### src/hdl/qmc_pkg.sv
/*
  Shared constants and types of the switch QoS / MII global configuration block.
  Assumes a 100 MHz core clock and a 32-bit Avalon-MM register bus.
*/
package qmc_pkg;
  // Register indices; byte address is four times the index
  localparam logic [5:0] QMC_IDX_RESERVE = 6'h04;
  localparam logic [5:0] QMC_IDX_QOS = 6'h05;
  localparam logic [5:0] QMC_IDX_MII = 6'h06;
  localparam logic [5:0] QMC_IDX_STORM_LO = 6'h07;
  // Field positions
  localparam int QMC_RESERVE_BIT = 0;
  localparam int QMC_SCHEME_LSB = 2;
  localparam int QMC_SNIFF_BIT = 0;
  localparam int QMC_BP_BIT = 7;
  localparam int QMC_HALF_BIT = 6;
  localparam int QMC_FC_BIT = 5;
  localparam int QMC_TEN_BIT = 4;
  localparam int QMC_NULLVID_BIT = 3;
  // Reset values
  localparam logic [7:0] QMC_STORM_LO_RST = 8'h4A;
  localparam logic [2:0] QMC_STORM_HI_RST = 3'h0;
  localparam logic [1:0] QMC_SCHEME_RST = 2'h0;
  // Buffers reserved per output queue for high priority
  localparam logic [5:0] QMC_HI_RESERVE_BUFS = 6'h30;
  // High-to-low service ratios per scheme code
  localparam logic [3:0] QMC_RATIO_01 = 4'hA;
  localparam logic [3:0] QMC_RATIO_10 = 4'h5;
  localparam logic [3:0] QMC_RATIO_11 = 4'h2;
  // Storm measurement periods
  localparam longint QMC_CLK_HZ = 100000000;
  localparam longint QMC_PERIOD_100M_MS = 50;
  localparam longint QMC_PERIOD_10M_MS = 500;
  localparam int QMC_PERIOD_100M_CYC = int'(QMC_PERIOD_100M_MS * QMC_CLK_HZ / 1000);
  localparam int QMC_PERIOD_10M_CYC = int'(QMC_PERIOD_10M_MS * QMC_CLK_HZ / 1000);
  localparam int QMC_PERIOD_W = 26;
  localparam int QMC_PORTS = 5;
  localparam logic [1:0] QMC_STRAP_WAIT = 2'h3;

  typedef struct packed {
    logic reserve;
    logic [1:0] scheme;
    logic sniff_and;
    logic back_pressure;
    logic half_duplex;
    logic flow_ctl;
    logic ten_mbps;
    logic null_vid_repl;
    logic [10:0] storm_limit;
  } qmc_cfg_t;

  typedef enum logic [0:0] {QMC_BUS_IDLE, QMC_BUS_ANSWER} qmc_bus_state_t;
endpackage : qmc_pkg

### src/hdl/qmc_storm_port.sv
/*
  One input port's broadcast storm limiter: period timer and block counter.
  Assumes one pulse per 64-byte block of broadcast data from the receive MAC.
*/
`timescale 1ns/1ps
module qmc_storm_port #(
  parameter int PERIOD_100M = qmc_pkg::QMC_PERIOD_100M_CYC,
  parameter int PERIOD_10M = qmc_pkg::QMC_PERIOD_10M_CYC
) (
  // Clock and reset
  input wire logic mclk_in,
  input wire logic reset_in,
  // Port traffic
  input wire logic block_in,
  input wire logic ten_mbps_in,
  input wire logic [10:0] limit_in,
  // Discard decision and period end
  output logic drop_out,
  output logic period_end_out
);
  import qmc_pkg::*;

  logic [QMC_PERIOD_W-1:0] period_r;
  logic [10:0] blocks_r;
  logic [QMC_PERIOD_W-1:0] period_last;

  assign period_last = ten_mbps_in ? QMC_PERIOD_W'(PERIOD_10M - 1)
                                   : QMC_PERIOD_W'(PERIOD_100M - 1);
  assign period_end_out = (period_r >= period_last);

  ////////////////////////////////////////////////////////////////////////////
  // period by speed
  always_ff @(posedge mclk_in or posedge reset_in) begin
    if (reset_in) begin
      period_r <= '0;
    end else if (period_end_out) begin
      period_r <= '0;
    end else begin
      period_r <= period_r + QMC_PERIOD_W'(1);
    end
  end

  always_ff @(posedge mclk_in or posedge reset_in) begin
    if (reset_in) begin
      blocks_r <= '0;
    end else if (period_end_out) begin
      blocks_r <= '0;
    end else if (block_in && blocks_r != 11'h7FF) begin
      blocks_r <= blocks_r + 11'h001;
    end
  end

  assign drop_out = (blocks_r >= limit_in);

  ////////////////////////////////////////////////////////////////////////////
  property p_period_bound;
    @(posedge mclk_in) disable iff (reset_in)
      period_r <= period_last || $past(ten_mbps_in) != ten_mbps_in;
  endproperty
  a_period_bound: assert property (p_period_bound) else $error("period overrun");

  property p_restart;
    @(posedge mclk_in) disable iff (reset_in)
      period_end_out |=> blocks_r == 11'h000 && period_r == '0;
  endproperty
  a_restart: assert property (p_restart) else $error("period did not restart");
endmodule : qmc_storm_port

### src/hdl/qmc_config.sv
/*
  Global QoS, sniff, switch-side MII and storm-limit configuration registers,
  with the logic those settings steer.
  Assumes an Avalon-MM master, strap pins stable around reset, and per-port
  64-byte broadcast block pulses from the receive MACs.
*/
// Design decision made here: the Avalon-MM slave port.
`timescale 1ns/1ps
module qmc_config #(
  parameter int PERIOD_100M = qmc_pkg::QMC_PERIOD_100M_CYC,
  parameter int PERIOD_10M = qmc_pkg::QMC_PERIOD_10M_CYC
) (
  // Clock and reset
  input wire logic mclk_in,
  input wire logic reset_in,
  // Avalon-MM slave
  input wire logic [7:0] avs_address_in,
  input wire logic avs_read_in,
  input wire logic avs_write_in,
  input wire logic [31:0] avs_writedata_in,
  input wire logic [3:0] avs_byteenable_in,
  output logic [31:0] avs_readdata_out,
  output logic avs_waitrequest_out,
  // Strap pins
  input wire logic duplex_strap_pin_in,
  input wire logic flow_ctl_strap_pin_in,
  input wire logic speed_strap_pin_in,
  // Configuration view
  output qmc_pkg::qmc_cfg_t cfg_out,
  output logic [5:0] hi_reserved_bufs_out,
  // Egress scheduler
  input wire logic sched_req_in,
  input wire logic hi_pending_in,
  input wire logic lo_pending_in,
  output logic grant_hi_out,
  output logic grant_lo_out,
  // Sniffer
  input wire logic pkt_valid_in,
  input wire logic sniff_src_match_in,
  input wire logic sniff_dst_match_in,
  output logic mirror_out,
  // Null identifier replacement
  input wire logic vid_valid_in,
  input wire logic [11:0] vlan_identifier_in,
  input wire logic [11:0] port_vlan_identifier_in,
  output logic vid_valid_out,
  output logic [11:0] vlan_identifier_out,
  // Broadcast storm
  input wire logic [4:0] bcast_block_in,
  input wire logic [4:0] port_ten_mbps_in,
  output logic [4:0] storm_drop_out
);
  import qmc_pkg::*;

  qmc_bus_state_t bus_state_r;
  logic [31:0] readdata_r;
  logic [2:0] strap_s1_r;
  logic [2:0] strap_s2_r;
  logic [2:0] strap_s3_r;
  logic [1:0] strap_wait_r;
  logic straps_loaded_r;
  logic strap_load;
  logic [5:0] idx;
  logic wr_lo;
  logic reserve_r;
  logic [1:0] scheme_r;
  logic sniff_and_r;
  logic [7:0] mii_r;
  logic [7:0] storm_lo_r;
  logic [3:0] ratio;
  logic [3:0] hi_run_r;
  logic grant_hi_r;
  logic grant_lo_r;
  logic mirror_r;
  logic vid_valid_r;
  logic [11:0] vid_r;
  logic [31:0] rd_mux;

  ////////////////////////////////////////////////////////////////////////////
  // Strap capture after reset release
  always_ff @(posedge mclk_in or posedge reset_in) begin
    if (reset_in) begin
      strap_s1_r <= 3'h0;
      strap_s2_r <= 3'h0;
      strap_s3_r <= 3'h0;
    end else begin
      strap_s1_r <= {duplex_strap_pin_in, flow_ctl_strap_pin_in, speed_strap_pin_in};
      strap_s2_r <= strap_s1_r;
      strap_s3_r <= strap_s2_r;
    end
  end

  always_ff @(posedge mclk_in or posedge reset_in) begin
    if (reset_in) begin
      strap_wait_r <= 2'h0;
      straps_loaded_r <= 1'b0;
    end else if (!straps_loaded_r) begin
      if (strap_wait_r != QMC_STRAP_WAIT) begin
        strap_wait_r <= strap_wait_r + 2'h1;
      end else if (strap_s2_r == strap_s3_r) begin
        straps_loaded_r <= 1'b1;
      end
    end
  end

  assign strap_load = !straps_loaded_r && strap_wait_r == QMC_STRAP_WAIT
                      && strap_s2_r == strap_s3_r;

  ////////////////////////////////////////////////////////////////////////////
  // Avalon-MM slave, one wait state
  assign idx = avs_address_in[7:2];
  assign avs_waitrequest_out = (avs_read_in || avs_write_in)
                               && (bus_state_r != QMC_BUS_ANSWER);
  assign avs_readdata_out = readdata_r;
  assign wr_lo = bus_state_r == QMC_BUS_ANSWER && avs_write_in && avs_byteenable_in[0];

  always_ff @(posedge mclk_in or posedge reset_in) begin
    if (reset_in) begin
      bus_state_r <= QMC_BUS_IDLE;
    end else begin
      case (bus_state_r)
        QMC_BUS_IDLE: begin
          if ((avs_read_in || avs_write_in) && straps_loaded_r) begin
            bus_state_r <= QMC_BUS_ANSWER;
          end
        end
        QMC_BUS_ANSWER: begin
          bus_state_r <= QMC_BUS_IDLE;
        end
        default: begin
          bus_state_r <= QMC_BUS_IDLE;
        end
      endcase
    end
  end

  always_comb begin
    rd_mux = 32'h0000_0000;
    case (idx)
      QMC_IDX_RESERVE: rd_mux[QMC_RESERVE_BIT] = reserve_r;
      QMC_IDX_QOS: begin
        rd_mux[QMC_SCHEME_LSB +: 2] = scheme_r;
        rd_mux[QMC_SNIFF_BIT] = sniff_and_r;
      end
      QMC_IDX_MII: rd_mux[7:0] = mii_r;
      QMC_IDX_STORM_LO: rd_mux[7:0] = storm_lo_r;
      default: rd_mux = 32'h0000_0000;
    endcase
  end

  always_ff @(posedge mclk_in or posedge reset_in) begin
    if (reset_in) begin
      readdata_r <= 32'h0000_0000;
    end else if (bus_state_r == QMC_BUS_IDLE && avs_read_in) begin
      readdata_r <= rd_mux;
    end
  end

  ////////////////////////////////////////////////////////////////////////////
  // reserve bit store
  always_ff @(posedge mclk_in or posedge reset_in) begin
    if (reset_in) begin
      reserve_r <= 1'b0;
    end else if (wr_lo && idx == QMC_IDX_RESERVE) begin
      reserve_r <= avs_writedata_in[QMC_RESERVE_BIT];
    end
  end

  always_ff @(posedge mclk_in or posedge reset_in) begin
    if (reset_in) begin
      scheme_r <= QMC_SCHEME_RST;
      sniff_and_r <= 1'b0;
    end else if (wr_lo && idx == QMC_IDX_QOS) begin
      scheme_r <= avs_writedata_in[QMC_SCHEME_LSB +: 2];
      sniff_and_r <= avs_writedata_in[QMC_SNIFF_BIT];
    end
  end

  always_ff @(posedge mclk_in or posedge reset_in) begin
    if (reset_in) begin
      mii_r <= {5'h00, QMC_STORM_HI_RST};
    end else if (strap_load) begin
      mii_r[QMC_HALF_BIT] <= strap_s3_r[2];
      mii_r[QMC_FC_BIT] <= strap_s3_r[1];
      mii_r[QMC_TEN_BIT] <= strap_s3_r[0];
    end else if (wr_lo && idx == QMC_IDX_MII) begin
      mii_r <= avs_writedata_in[7:0];
    end
  end

  always_ff @(posedge mclk_in or posedge reset_in) begin
    if (reset_in) begin
      storm_lo_r <= QMC_STORM_LO_RST;
    end else if (wr_lo && idx == QMC_IDX_STORM_LO) begin
      storm_lo_r <= avs_writedata_in[7:0];
    end
  end

  ////////////////////////////////////////////////////////////////////////////
  // Configuration outputs
  always_comb begin
    cfg_out.reserve = reserve_r;
    cfg_out.scheme = scheme_r;
    cfg_out.sniff_and = sniff_and_r;
    cfg_out.back_pressure = mii_r[QMC_BP_BIT];
    cfg_out.half_duplex = mii_r[QMC_HALF_BIT];
    cfg_out.flow_ctl = mii_r[QMC_FC_BIT];
    cfg_out.ten_mbps = mii_r[QMC_TEN_BIT];
    cfg_out.null_vid_repl = mii_r[QMC_NULLVID_BIT];
    cfg_out.storm_limit = {mii_r[2:0], storm_lo_r};
  end

  assign hi_reserved_bufs_out = reserve_r ? QMC_HI_RESERVE_BUFS : 6'h00;

  ////////////////////////////////////////////////////////////////////////////
  // ratio scheduler
  always_comb begin
    case (scheme_r)
      2'h1: ratio = QMC_RATIO_01;
      2'h2: ratio = QMC_RATIO_10;
      2'h3: ratio = QMC_RATIO_11;
      default: ratio = 4'h0;
    endcase
  end

  always_ff @(posedge mclk_in or posedge reset_in) begin
    if (reset_in) begin
      grant_hi_r <= 1'b0;
      grant_lo_r <= 1'b0;
      hi_run_r <= 4'h0;
    end else begin
      grant_hi_r <= 1'b0;
      grant_lo_r <= 1'b0;
      if (sched_req_in) begin
        if (hi_pending_in && !(lo_pending_in && ratio != 4'h0 && hi_run_r >= ratio)) begin
          grant_hi_r <= 1'b1;
          if (hi_run_r != 4'hF) begin
            hi_run_r <= hi_run_r + 4'h1;
          end
        end else if (lo_pending_in) begin
          grant_lo_r <= 1'b1;
          hi_run_r <= 4'h0;
        end
      end
    end
  end

  assign grant_hi_out = grant_hi_r;
  assign grant_lo_out = grant_lo_r;

  always_ff @(posedge mclk_in or posedge reset_in) begin
    if (reset_in) begin
      mirror_r <= 1'b0;
    end else begin
      mirror_r <= pkt_valid_in && (sniff_and_r ? (sniff_src_match_in && sniff_dst_match_in)
                                               : (sniff_src_match_in || sniff_dst_match_in));
    end
  end

  assign mirror_out = mirror_r;

  always_ff @(posedge mclk_in or posedge reset_in) begin
    if (reset_in) begin
      vid_valid_r <= 1'b0;
      vid_r <= 12'h000;
    end else begin
      vid_valid_r <= vid_valid_in;
      if (vid_valid_in) begin
        vid_r <= (mii_r[QMC_NULLVID_BIT] && vlan_identifier_in == 12'h000)
                 ? port_vlan_identifier_in : vlan_identifier_in;
      end
    end
  end

  assign vid_valid_out = vid_valid_r;
  assign vlan_identifier_out = vid_r;

  ////////////////////////////////////////////////////////////////////////////
  // per-port storm limiters
  for (genvar p = 0; p < QMC_PORTS; p++) begin : g_storm
    qmc_storm_port #(
      .PERIOD_100M(PERIOD_100M),
      .PERIOD_10M(PERIOD_10M)
    ) u_port (
      .mclk_in(mclk_in),
      .reset_in(reset_in),
      .block_in(bcast_block_in[p]),
      .ten_mbps_in(port_ten_mbps_in[p]),
      .limit_in(cfg_out.storm_limit),
      .drop_out(storm_drop_out[p]),
      .period_end_out()
    );
  end

  ////////////////////////////////////////////////////////////////////////////
  property p_reserve;
    @(posedge mclk_in) disable iff (reset_in)
      hi_reserved_bufs_out == (reserve_r ? 6'h30 : 6'h00);
  endproperty
  a_reserve: assert property (p_reserve) else $error("reserved count wrong");

  property p_scheme_strict;
    @(posedge mclk_in) disable iff (reset_in)
      scheme_r == 2'h0 && sched_req_in && hi_pending_in |=> grant_hi_r && !grant_lo_r;
  endproperty
  a_scheme_strict: assert property (p_scheme_strict) else $error("strict priority lost");

  property p_ratio_run;
    @(posedge mclk_in) disable iff (reset_in)
      scheme_r != 2'h0 && sched_req_in && lo_pending_in && hi_run_r >= ratio
        |=> grant_lo_r;
  endproperty
  a_ratio_run: assert property (p_ratio_run) else $error("low queue starved");

  property p_sniff_and;
    @(posedge mclk_in) disable iff (reset_in)
      sniff_and_r && pkt_valid_in && !(sniff_src_match_in && sniff_dst_match_in)
        |=> !mirror_r;
  endproperty
  a_sniff_and: assert property (p_sniff_and) else $error("and-mode mirrored");

  property p_sniff_or;
    @(posedge mclk_in) disable iff (reset_in)
      !sniff_and_r && pkt_valid_in && (sniff_src_match_in || sniff_dst_match_in)
        |=> mirror_r;
  endproperty
  a_sniff_or: assert property (p_sniff_or) else $error("or-mode missed");

  property p_mii_write;
    @(posedge mclk_in) disable iff (reset_in)
      wr_lo && idx == QMC_IDX_MII && straps_loaded_r
        |=> cfg_out.back_pressure == $past(avs_writedata_in[7])
            && cfg_out.half_duplex == $past(avs_writedata_in[6]);
  endproperty
  a_mii_write: assert property (p_mii_write) else $error("mii bits not stored");

  property p_strap;
    @(posedge mclk_in) disable iff (reset_in)
      strap_load |=> cfg_out.half_duplex == $past(strap_s3_r[2])
                     && cfg_out.flow_ctl == $past(strap_s3_r[1])
                     && cfg_out.ten_mbps == $past(strap_s3_r[0]);
  endproperty
  a_strap: assert property (p_strap) else $error("strap default wrong");

  property p_null_vid;
    @(posedge mclk_in) disable iff (reset_in)
      vid_valid_in && mii_r[QMC_NULLVID_BIT] && vlan_identifier_in == 12'h000
        |=> vlan_identifier_out == $past(port_vlan_identifier_in);
  endproperty
  a_null_vid: assert property (p_null_vid) else $error("null id not replaced");

  property p_limit;
    @(posedge mclk_in) disable iff (reset_in)
      cfg_out.storm_limit == {mii_r[2:0], storm_lo_r} && $rose(straps_loaded_r)
        |-> cfg_out.storm_limit[7:0] == 8'h4A || $past(wr_lo);
  endproperty
  a_limit: assert property (p_limit) else $error("storm limit reset wrong");

  c_read: cover property (@(posedge mclk_in) disable iff (reset_in)
    avs_read_in && !avs_waitrequest_out);
  c_ratio: cover property (@(posedge mclk_in) disable iff (reset_in)
    scheme_r == 2'h3 && grant_lo_r);
  c_mirror: cover property (@(posedge mclk_in) disable iff (reset_in) mirror_r);
  c_drop: cover property (@(posedge mclk_in) disable iff (reset_in) |storm_drop_out);
endmodule : qmc_config

### config.mk
export PLATFORM = sky130hd
export DESIGN_NAME = qmc_config
export DESIGN_NICKNAME = d
export VERILOG_FILES = /design/src/hdl/qmc_pkg.sv /design/src/hdl/qmc_storm_port.sv /design/src/hdl/qmc_config.sv
export SDC_FILE = /design/constraint.sdc
export NUM_CORES = 1
export LEC_CHECK = 0
export ABC_CLOCK_PERIOD_IN_PS = 25300
export BUFFER_PORTS_ARGS = -buffer_cell sky130_fd_sc_hd__buf_2
export CORE_MARGIN = 5
export CORE_UTILIZATION = 56
export DETAILED_ROUTE_END_ITERATION = 8
export GPL_TIMING_DRIVEN = 0
export PLACE_DENSITY = 0.8
export SLEW_MARGIN = 20
export SYNTH_ARGS = -nofsm -noshare
export SYNTH_HDL_FRONTEND = slang
export SYNTH_SLANG_ARGS = --single-unit
### constraint.sdc
create_clock -name mclk_in -period 25.3 [get_ports mclk_in]
set_input_delay 3.795 -clock mclk_in [delete_from_list [all_inputs] [get_ports mclk_in]]
set_output_delay 3.795 -clock mclk_in [all_outputs]
set_load 0.01 [all_outputs]
## Yosys cells after proc, flatten, opt, wreduce, memory -nomap -nowiden

Index checks and enable logic that the tools add are counted.

| operators by class | value |
|---|---|
| $add $sub $neg | 12 |
| reduce and logical (&&, ||, !) cells | 38 |
| order comparisons | 11 |
| eq/ne operators | 17 |
| muxes and demuxes | 43 |
| bitwise logic cells | 3 |

Operators with widths:

| cell | number |
|---|---|
| 26-bit two-way mux | 10 |
| 26-bit by 1-bit adder with 26-bit output, second input constant | 5 |
| 26-bit >= comparator | 5 |
| 11-bit two-way mux | 10 |
| 11-bit by 1-bit adder with 11-bit output, second input constant | 5 |
| 11-bit >= comparator | 5 |
| 11-bit != test, second input constant | 5 |
| 6-bit by 3-bit == test with 1-bit output, second input constant | 4 |
| 1-bit logical AND | 22 |
| 2-bit nonzero test | 7 |
| 12-bit logical NOT | 1 |
| 12-bit two-way mux | 1 |
| 4-bit two-way mux | 3 |
| 4-bit one-hot mux with 3 select lines | 1 |
| 1-bit two-way mux | 10 |
| 4-bit one-hot mux with 2 select lines | 1 |
| 7-bit two-way mux | 1 |
| 2-bit == test, second input constant | 3 |
| 6-bit two-way mux | 1 |
| 2-bit one-hot mux with 3 select lines | 1 |
| 4-bit by 1-bit adder with 4-bit output, second input constant | 1 |
| 4-bit >= comparator | 1 |
| 4-bit != test, second input constant | 1 |
| 1-bit one-hot mux with 2 select lines | 2 |
| 13 further kinds | 18 |

| word-level totals | value |
|---|---|
| word-level logic and storage cells | 153 |
| bits of input ports | 92 |
| output and inout bits | 80 |
| register bits after elaboration | 246 |

## Depth between registers and ports, before layout

Gate-level depths: netlist of run 1.

| depth | value |
|---|---|
| depth after elaboration | 9 |
| mapped depth | 10 |
| mapped depth without buffers | 10 |

## Cells and area by module

A second synthesis of run 1 with hierarchy kept.

| second synthesis, totals | value |
|---|---|
| cells, all modules | 1544 |
| area, all modules | 14963.1 um^2 |

Modules (own cells, without submodules):

| module | seq. area each (um^2) | instances | cells an instance | area an instance (um^2) |
|---|---|---|---|---|
| qmc_storm_port | 925.9 | 5 | 254 | 2381.0 |
| qmc_config | 1530.2 | 1 | 274 | 3057.9 |

## Least setup slack after synthesis of run 1

No wires, ideal clock.

| path | value |
|---|---|
| path type | input -> output |
| from | in avs_write_in |
| to | out avs_waitrequest_out |
| buffers on the path | 0 |
| data required time | 21.505 ns |
| setup slack | 17.507 ns |
| stages | 2 |
| arrival time | 3.998 ns |
| path through | nor2_1 > nor2_1 |

| on the way | value |
|---|---|
| word-level cells in the longest chain between the ends | 2 |

RTL lines:

| element | RTL line | source |
|---|---|---|
| from (decl) | qmc_config.sv:19 | `input wire logic avs_write_in,` |
| 1-bit logical OR | qmc_config.sv:112 | `assign avs_waitrequest_out = (avs_read_in \|\| avs_write_in)` |
| 1-bit logical AND | qmc_config.sv:113 | `&& (bus_state_r != QMC_BUS_ANSWER);` |
| to (decl) | qmc_config.sv:23 | `output logic avs_waitrequest_out,` |

Every way passes these cells.

## Worst setup path after layout of run 1

Same ends and word-level chain as after synthesis.

==> flow_summary_export.csv, run 1 <==
group,metric,value,unit
worst_setup_path,crit_path_cell_trace,"buf_2 > nor2_1 > nor2_1 > buf_2",
placement,port_buffers,112,
finish,layout-drive-gt1-share,15.98,%
power_and_ir_drop,leakage,0.007942,uW
sta,timing_hold_violations_final,0,
run,maxCapViolCount,0,
worst_setup_path,crit_path_max_incr_delay,160,ps
worst_setup_path,reg2reg_to,"g_storm[1].u_port.period_r[18]",
clock_tree,post_cts_resized,0,
clock_tree,insertion_delay,550,ps
floorplan,start_util,56.73,%
clock_tree,cts_root_buffer,"clkbuf_16",
synthesis,syn_avg_cell_area,9.872,sq um
finish,area_growth,14.74,%
synthesis,synthFlopType,"dfrtp_1",
worst_setup_path,path_buf_inv,2,
finish,nets,1846,
route,first_pass_iters,5,
floorplan,rows,58,
floorplan,die_area,28800,sq um
finish,fill_cells,1966,
global_route,grt_remaining_overflow,0,
clock_tree,clkTransAtPathRegs,60,ps
floorplan,io_pins,172,
route,wl_per_cell,15.71,um
worst_setup_path,worst_ep_arrival_time,4220,ps
sta,final-max-slew-violation-count,0,
route,routed_via_density,5.560,
clock_tree,cts_made_buffers,28,
power_and_ir_drop,ir_drop,0.05500,mV
sta,slew-limit-headroom,45.97,%
route,wl,30970,um
synthesis,yosysUniqueCellTypes,67,
worst_setup_path,start_kind,"primary input",
power_and_ir_drop,power.density,68.24,nW/um^2
clock_tree,h-tree-depth,1,
clock_tree,hold_buffers,0,
synthesis,synth_largest_area_cell,"dfrtp_1",
worst_setup_path,cp.required,21500,ps
route,final_antenna_net_count,0,
global_route,antenna_found_initial,0,
sta,fin_worst_skew,21.74,ps
worst_setup_path,r2r-start,"g_storm[1].u_port.period_r[0]",
floorplan,die_w,169.7,um
floorplan,coreArea,25180,sq um
hold_path,min_path_type,"flop to flop",
worst_setup_path,ff2ff_setup_slack,22860,ps
worst_setup_path,critPathLaunch,"avs_write_in",
sta,rsz0062_at_grt,"false",
synthesis,synth-edff-count,0,
worst_setup_path,cpMaxStageDelayCell,"buf_2",
sta,fin_crit_sh,31.68,%
clock_tree,clock-sinks,246,
synthesis,syn_area,14280,sq um
worst_setup_path,crit_end,"avs_waitrequest_out",
synthesis,yosysMostFrequentCell,"dfrtp_1",
clock_tree,cts_tree,"built",
global_route,grt_pass1_wl,53540,um
worst_setup_path,critical_path_depth,4,
synthesis,yosys-top-cells-area,"dfrtp_1 43%, ha_1 12%, nor2_1 6.3%",
synthesis,synthTopCellsByCount,"243 x dfrtp_1, 238 x nor2_1, 136 x ha_1",
sta,worst_pin_slew,803.1,ps
clock_tree,cts-root-to-sink-buffers,3,
worst_setup_path,rr_worst_depth,8,
worst_setup_path,critPathCaptureType,"output pin",
worst_setup_path,cp_top_family,"buffers and inverters",
placement,globalplace.congestion,0.9405,
synthesis,yosysSeqAreaShare,43.12,%
clock_tree,post_cts_buffers,0,
synthesis,netlist_instances,1447,
synthesis,yosysTopAreaCellShare,42.57,%
global_route,grt_max_degree,96,
status,outcome,"finished, final reports clean",
synthesis,ys_ff_latch,246,
global_route,first_global_vias,11150,
route,drtIter0Drc,773,
worst_setup_path,path_class,"primary input to output pin",
sta,tns,0,ps
synthesis,ys_warn_count,0,
floorplan,die_height,169.7,um
route,post-route-drc-count,0,
global_route,grt_usage,21.84,%
synthesis,async_reset_ff_share,100.0,%
sta,finalSetupViolations,0,
sta,min_period,8016,ps
route,vias,10960,
placement,dp.cells,1918,
worst_setup_path,cp_max_fo,2,
finish,fin_cells,1971,
sta,max_freq,124.8,MHz
placement,dp_hpwl,22410,um
-- routing by layer --
| metal | global-route usage [%] | up-vias | wire length (um) |
|---|---|---|---|
| met3 | 2.679 | 66 | 963 |
| met5 | 0 | - | 0 |
| met1 | 29.24 | 5325 | 13850 |
| met4 | 6.405 | 0 | 906 |
| li1 | - | 5387 | - |
| met2 | 37.48 | 181 | 15250 |
-- flip-flops by register name, indices dropped and copies added (netlist names) --
signal / flops
avs_readdata_out: 8
bus_state_r: 1
g_storm.u_port.blocks_r: 55
g_storm.u_port.period_r: 130
grant_hi_out: 1
grant_lo_out: 1
hi_run_r: 4
mii_r: 8
mirror_out: 1
reserve_r: 1
scheme_r: 2
sniff_and_r: 1
storm_lo_r: 8
strap_s1_r: 3
strap_s2_r: 3
strap_s3_r: 3
strap_wait_r: 2
straps_loaded_r: 1
vid_valid_out: 1
vlan_identifier_out: 12
-- placed cells by master (no fill, tap or decap), types with 40 or more instances in the layout --
master	n
buf_4	40
o21ai_0	41
buf_2	116
dfrtp_1	243
nand2_1	76
ha_1	136
nand3_1	64
a21oi_1	70
nand4_1	50
xnor2_1	56
xor2_1	102
inv_1	48
nor2_1	238
-- power breakdown --
part	internal [uW]	switching [uW]	total, uW
sequential	431	41.7	472
clock	253	165	418
combinational	107	121	228
-- cell families after synthesis --
logic type / synth area share (%)
XOR/XNOR: 9.687
multiplexers: 2.067
flip-flops: 43.12
buffers and inverters: 4.581
other: 0.02625
AND/OR/NAND/NOR: 19.30
AO/OA/AOI/OAI: 9.302
adder cells (fa/ha/maj): 11.91
-- layout make-up --
cell class,instances,area [sq um],share of cell area (%)
clock inverters,18,206.4,1.260
repair buffers,114,615.6,3.756
flip-flops and latches,246,6160,37.58
plain buffers,66,470.5,2.870
clock buffers,34,753.2,4.595
inverters,49,191.4,1.168
well taps,330,412.9,2.519
diodes,1,2.502,0.01527
multi-input cells,1113,7579,46.24
-- worst min-delay path by stage --
| stage | from | endpoint | cells past startpoint |
|---|---|---|---|
| floorplan | strap_s1_r[0] | strap_s2_r[0] | 0 |
| global placement | strap_s1_r[1] | strap_s2_r[1] | 0 |
| detailed placement | strap_s1_r[0] | strap_s2_r[0] | 0 |
| CTS | strap_s1_r[0] | strap_s2_r[0] | 0 |
| global route | strap_s1_r[0] | strap_s2_r[0] | 0 |
| finish | strap_s1_r[1] | strap_s2_r[1] | 0 |
-- metrics by stage --
stage | instance area [sq um] | power, uW | util [%] | worst slack (ps) | hold slack (ps)
after floorplan | 14390 | 625.6 | - | 14750 | 331.2
after global placement | 15360 | 687.8 | 61.00 | 12280 | 334.4
after detailed placement | 15420 | 704.7 | 61.24 | 17320 | 334.7
after CTS | 16380 | 1128 | 65.06 | 17320 | 348.2
after global routing | 16390 | 1179 | 65.08 | 17290 | 349.5
final | 16390 | 1119 | 65.09 | 17280 | 345.5
Power figures use the tool's default switching activity.
==> run 2: changes to the inputs <==
--- a/config.mk
+++ b/config.mk
@@ -5,7 +5,7 @@
 export SDC_FILE = /design/constraint.sdc
 export NUM_CORES = 1
 export LEC_CHECK = 0
-export ABC_CLOCK_PERIOD_IN_PS = 25300
+export ABC_CLOCK_PERIOD_IN_PS = 7930
 export BUFFER_PORTS_ARGS = -buffer_cell sky130_fd_sc_hd__buf_2
 export CORE_MARGIN = 5
 export CORE_UTILIZATION = 56
==> constraint.sdc (replaced) <==
create_clock -name mclk_in -period 7.93 [get_ports mclk_in]
set_input_delay 1.1895 -clock mclk_in [delete_from_list [all_inputs] [get_ports mclk_in]]
set_output_delay 1.1895 -clock mclk_in [all_outputs]
set_load 0.01 [all_outputs]
==> run 2 against run 1 <==
Effect of this change: via count up 1.5%; core utilization up 1.1 points; clock-buffer cell count down 3; power rose to 3.4 times the previous value; die area unchanged; non-clock buffer count up 6; flip-flop and latch count unchanged; global-route usage up 0.32 points; sequential share of layout area down 0.63 points; critical path depth up 6; final area up 1.7%; clock power rose to 3.8 times the previous value.
==> flow_summary_export.csv, run 2 (synthesis results as in run 1) <==
group,metric,value,unit
finish,final_cell_mix,"243 x dfrtp_1, 238 x nor2_1, 136 x ha_1",
sta,final-max-slew-violation-count,0,
global_route,grt_pass1_wl,54050,um
finish,final_common_cell,"dfrtp_1",
floorplan,rows,58,
route,wl_per_cell,16.12,um
sta,finalSetupViolations,0,
clock_tree,cts_made_buffers,27,
clock_tree,cts_tree,"built",
sta,fin_crit_sh,56.19,%
global_route,first_global_vias,11110,
global_route,antenna_found_initial,1,
sta,rsz0062_at_grt,"false",
placement,globalplace.congestion,0.8796,
power_and_ir_drop,ir_drop,0.1724,mV
worst_setup_path,crit_path_max_incr_delay,440,ps
worst_setup_path,cpMaxStageDelayCell,"a2111oi_0",
finish,fill_cells,1936,
placement,port_buffers,112,
route,wl,31860,um
worst_setup_path,cp.required,6740,ps
worst_setup_path,critPathCaptureType,"output pin",
floorplan,die_area,28800,sq um
floorplan,die_height,169.7,um
power_and_ir_drop,power.density,229.3,nW/um^2
route,vias,11120,
floorplan,die_w,169.7,um
power_and_ir_drop,leakage,0.008062,uW
sta,timing_hold_violations_final,0,
route,final_antenna_net_count,0,
floorplan,start_util,56.73,%
clock_tree,clkTransAtPathRegs,60,ps
sta,min_period,4456,ps
floorplan,io_pins,172,
power_and_ir_drop,p_total,3822,uW
finish,top_register,"g_storm.u_port.period_r",
run,maxCapViolCount,0,
finish,largest_reg_flops,130,
sta,max_freq,224.4,MHz
placement,dp_hpwl,22790,um
sta,slew-limit-headroom,47.26,%
sta,fin_worst_skew,11.39,ps
clock_tree,cts-root-to-sink-buffers,3,
floorplan,coreArea,25180,sq um
finish,area_growth,16.69,%
finish,layout-drive-gt1-share,16.30,%
clock_tree,insertion_delay,530,ps
status,outcome,"finished, final reports clean",
worst_setup_path,path_class,"flop to output pin",
global_route,grt_usage,22.15,%
route,routed_via_density,5.629,
worst_setup_path,start_kind,"flop",
hold_path,min_path_type,"flop to flop",
worst_setup_path,worst_ep_arrival_time,3270,ps
sta,worst_pin_slew,783.9,ps
route,drtIter0Drc,668,
route,post-route-drc-count,0,
clock_tree,cts_root_buffer,"clkbuf_16",
clock_tree,post_cts_resized,0,
worst_setup_path,cp_max_fo,5,
sta,tns,0,ps
global_route,grt_remaining_overflow,0,
worst_setup_path,crit_path_cell_trace,"inv_1 > ha_1 > a21o_1 > a31oi_1 > o21ai_0 > a21o_1 > a2111oi_0 > o21ai_0 > buf_4 > buf_2",
clock_tree,hold_buffers,0,
finish,nets,1851,
global_route,grt_max_degree,36,
clock_tree,post_cts_buffers,0,
clock_tree,h-tree-depth,1,
clock_tree,clock-sinks,246,
route,first_pass_iters,5,
[run 2: cell types whose count changed in the layout (fill, tap and decap cells not counted), sizes merged]
cell and change:
buf +6, bufinv +8, clkbuf -3, clkinv -8, diode +1, inv +1
[run 2: area by class of cell]
| type | instances | area (sq um) | share of cell area [%] |
|---|---|---|---|
| clock inverters | 19 | 405.4 | 2.432 |
| flip-flops and latches | 246 | 6160 | 36.95 |
| diodes | 2 | 5.005 | 0.03003 |
| plain buffers | 66 | 470.5 | 2.822 |
| inverters | 49 | 187.7 | 1.126 |
| repair buffers | 120 | 728.2 | 4.369 |
| well taps | 330 | 412.9 | 2.477 |
| multi-input cells | 1113 | 7579 | 45.47 |
| clock buffers | 31 | 720.7 | 4.324 |
[run 2: final timing paths]
kind	start	endpoint	slack (ps)	cells after the start
min in group asynchronous	reset_in	grant_lo_out	630	2
max	storm_lo_r[2]	storm_drop_out[2]	3470	10
min reg2reg	strap_s1_r[2]	strap_s2_r[2]	340	0
max in group asynchronous	reset_in	g_storm[0].u_port.period_r[10]	6170	6
max reg2reg	g_storm[4].u_port.period_r[21]	g_storm[4].u_port.period_r[2]	5550	7
min	strap_s1_r[2]	strap_s2_r[2]	340	0
[run 2: through the flow]
step / instances / cell area (sq um) / worst slack [ps] / hold WS, ps / util (%)
2_1_floorplan: 1474 / 14390 / 3511 / 331.2 / -
5_1_grt: 1975 / 16670 / 3397 / 349.8 / 66.18
3_3_place_gp: 1916 / 15360 / 2115 / 336.3 / 61.01
6_report: 1976 / 16670 / 3474 / 344.7 / 66.19
3_5_place_dp: 1924 / 15530 / 4152 / 339.5 / 61.68
4_1_cts: 1974 / 16660 / 3527 / 348.3 / 66.15
[run 2: report_power, final]
| group | total (uW) | internal [uW] | switching (uW) |
|---|---|---|---|
| Sequential | 1510 | 1370 | 132 |
| Clock | 1570 | 1040 | 530 |
| Combinational | 744 | 349 | 395 |
| Total | 3820 | 2760 | 1060 |
[run 2: worst max-delay path, delay by kind of cell (launching register included)]
kind,cells,cell delay (ps)
adders and majority gates,1,310
buffers and inverters,3,630
DFF,1,410
AOI/OAI and AO/OA,6,1380
[run 2: layer usage]
layer	global-route usage, %	wire [um]	part of all wire (%)
met1	29.99	14160	44
met3	2.749	1116	3.5
met4	6.790	922	2.9
met5	0	0	0
met2	37.48	15660	49
==> run 3: changes to the inputs <==
--- a/config.mk
+++ b/config.mk
@@ -5,7 +5,8 @@
 export SDC_FILE = /design/constraint.sdc
 export NUM_CORES = 1
 export LEC_CHECK = 0
-export ABC_CLOCK_PERIOD_IN_PS = 7930
+export ABC_AREA = 1
+export ABC_CLOCK_PERIOD_IN_PS = 4100
 export BUFFER_PORTS_ARGS = -buffer_cell sky130_fd_sc_hd__buf_2
 export CORE_MARGIN = 5
 export CORE_UTILIZATION = 56
==> constraint.sdc (replaced) <==
create_clock -name mclk_in -period 4.1 [get_ports mclk_in]
set_input_delay 0.615 -clock mclk_in [delete_from_list [all_inputs] [get_ports mclk_in]]
set_output_delay 0.615 -clock mclk_in [all_outputs]
set_load 0.01 [all_outputs]
==> run 3 against run 2 <==
Effect of this change: combinational power increased by 85%; final cell count increased by 37%; core utilization decreased by 1.4 points; die area increased by 12%; flip-flop and latch count unchanged; sequential share of layout area decreased by 3.7 points; critical path depth decreased by 2; synthesized cell count increased by 46%; register-to-register slack got worse by 3600 ps.
==> flow_summary_export.csv, run 3 <==
group,metric,value,unit
status,outcome,"finished, final reports clean",
global_route,grt_remaining_overflow,0,
route,drtIter0Drc,804,
clock_tree,clock-sinks,246,
floorplan,coreArea,28550,sq um
floorplan,die_w,179.6,um
finish,final_common_cell,"nand2_1",
power_and_ir_drop,leakage,0.009069,uW
worst_setup_path,cp.required,3480,ps
synthesis,synth-edff-count,0,
sta,tns,0,ps
sta,min_period,3098,ps
synthesis,synthFlopType,"dfrtp_1",
global_route,first_global_vias,13970,
clock_tree,post_cts_buffers,0,
sta,fin_worst_skew,33.66,ps
power_and_ir_drop,p_sw_share,30.35,%
power_and_ir_drop,clockPowerShare,38.5,%
sta,slew-limit-headroom,50.11,%
synthesis,yosysUniqueCellTypes,51,
worst_setup_path,cpMostUsedCell,"nand4_1",
clock_tree,insertion_delay,560,ps
worst_setup_path,crit_path_cell_trace,"inv_1 > ha_1 > nand2_1 > nor4_1 > nand4_1 > nand4_1 > buf_4 > buf_2",
finish,layout-drive-gt1-share,11.96,%
global_route,grt_pass1_wl,64270,um
synthesis,synth_largest_area_cell,"dfrtp_1",
finish,fin_area,18510,sq um
clock_tree,cts-root-to-sink-buffers,3,
floorplan,io_pins,172,
clock_tree,hold_buffers,1,
power_and_ir_drop,power.internal,5017,uW
finish,num_antenna_cells,0,
floorplan,rows,62,
power_and_ir_drop,p_total,7203,uW
route,post-route-drc-count,0,
finish,fin_cells,2700,
worst_setup_path,cpMaxStageDelayCell,"dfstp_2",
route,final_antenna_net_count,0,
placement,dp_hpwl,28740,um
floorplan,die_height,179.6,um
synthesis,yosysTopAreaCellShare,37.77,%
synthesis,syn_avg_cell_area,7.620,sq um
finish,largest_reg_flops,130,
placement,globalplace.congestion,0.9356,
synthesis,yosysMostFrequentCell,"nand2_1",
sta,final-max-slew-violation-count,0,
clock_tree,cts_made_buffers,28,
route,vias,14150,
global_route,antenna_found_initial,1,
sta,setup_slack,1002,ps
synthesis,yosys-top-cells-area,"dfrtp_1 38%, nand2_1 11%, ha_1 11%",
floorplan,die_area,32240,sq um
global_route,grt_max_degree,34,
route,routed_via_density,5.241,
worst_setup_path,path_class,"flop to output pin",
finish,nets,2522,
route,wl,37460,um
synthesis,async_reset_ff_share,100.0,%
sta,fin_crit_sh,75.57,%
clock_tree,cts_tree,"built",
placement,pre_cts_slack,1504,ps
finish,top_register,"g_storm.u_port.period_r",
global_route,grt_usage,22.90,%
clock_tree,h-tree-depth,1,
power_and_ir_drop,comb_power_share,19.1,%
placement,dp.cells,2647,
clock_tree,cts_root_buffer,"clkbuf_16",
finish,area_growth,14.93,%
power_and_ir_drop,power.density,389.2,nW/um^2
route,first_pass_iters,6,
power_and_ir_drop,seq_power_share,42.4,%
power_and_ir_drop,ir_drop,0.3326,mV
placement,port_buffers,114,
worst_setup_path,worst_ep_arrival_time,2480,ps
finish,final_cell_mix,"471 x nand2_1, 447 x nor2_1, 243 x dfrtp_1",
synthesis,synthTopCellsByCount,"471 x nand2_1, 447 x nor2_1, 243 x dfrtp_1",
placement,postPlaceCellArea,17450,sq um
run,maxCapViolCount,0,
hold_path,min_path_type,"primary input to flop",
sta,finalSetupViolations,0,
sta,max_freq,322.8,MHz
power_and_ir_drop,p_sw,2186,uW
synthesis,ys_warn_count,0,
floorplan,start_util,56.40,%
worst_setup_path,start_kind,"flop",
sta,timing_hold_violations_final,0,
clock_tree,clkTransAtPathRegs,60,ps
worst_setup_path,crit_path_max_incr_delay,560,ps
synthesis,yosysSeqAreaShare,38.25,%
synthesis,netlist_instances,2113,
worst_setup_path,cp_max_fo,6,
sta,worst_pin_slew,742.6,ps
clock_tree,post_cts_resized,0,
synthesis,syn_area,16100,sq um
synthesis,ys_ff_latch,246,
worst_setup_path,critPathCaptureType,"output pin",
sta,rsz0062_at_grt,"false",
route,wl_per_cell,13.88,um
worst_setup_path,rr_worst_depth,14,
hold_path,hold_path_depth,1,
[run 3: cell count changes in the layout (fill, tap and decap cells not counted), moves of 10 or more]
cell,before,now
nand4b_1,11,0
nor3_1,17,72
clkbuf_1,14,4
nand2_1,76,471
a21o_1,13,3
and4_1,16,0
xor2_1,102,65
nand2b_1,10,0
and3_1,36,1
nor2_1,238,447
nand3_1,64,99
mux2_2,18,1
inv_1,48,204
[run 3: power groups by stage]
stage,combinational [uW],clock (uW),sequential (uW)
floorplan,988,0,3020
global placement,1270,0,3080
detailed placement,1370,0,3090
CTS,1390,2810,3050
global route,1600,2920,3100
finish,1380,2770,3060
[run 3: path summary, 6_finish.rpt]
path                                        from                             end  slack, ps
setup / recovery                   storm_lo_r[6]               storm_drop_out[0]       1000
hold / removal             flow_ctl_strap_pin_in                   strap_s1_r[1]        150
setup reg to reg                     scheme_r[1]                     hi_run_r[2]       1980
hold reg to reg                    strap_s1_r[2]                   strap_s2_r[2]        350
max in group asynchronous               reset_in  g_storm[1].u_port.period_r[24]       2650
min in group asynchronous               reset_in                        mii_r[1]        550
[run 3: layout make-up]
class / instances / area, sq um
buffer: 55 / 440.4
clock buffer: 34 / 763.2
clock inverter: 18 / 279.0
fill: 2386 / 10040
inverter: 207 / 780.7
multi-input combinational: 1632 / 8826
sequential: 246 / 6160
tap: 384 / 480.5
timing repair buffer: 124 / 775.7
[run 3: layer usage]
metal  wire [um]  GRT usage (%)  vias to the layer above
li1            -              -                     7124
met1       16290          29.44                     6548
met2       18350          40.01                      369
met3        1710          3.234                      108
met4        1102          7.528                        2
met5          11              0                        -
[run 3: cells by family (layout without fill, tap and decap cells)]
family	Yosys count	count (layout)	share of synthesized area, %
mux	1	1	0.06993
flops	246	246	38.25
simple gates	1201	1201	32.04
xor+xnor	120	120	6.527
compound gates	146	146	4.958
other cells	1	28	0.02329
buf+inv	262	438	7.561
fa+ha+maj	136	136	10.57
[run 3: through the flow]
stage | hold WS, ps | utilization, %
5_1_grt | 136.6 | 64.82
4_1_cts | 134.1 | 64.82
6_report | 149.3 | 64.82
2_1_floorplan | 331.2 | -
3_3_place_gp | 332.8 | 60.45
3_5_place_dp | 334.7 | 61.14
[run 3: critical path: cells and delay by family, from the launching register on]
family	cells	cell delay, ps
AND/OR/NAND/NOR	4	590
adder cells (fa/ha/maj)	1	360
buffers and inverters	3	400
flip-flops	1	560
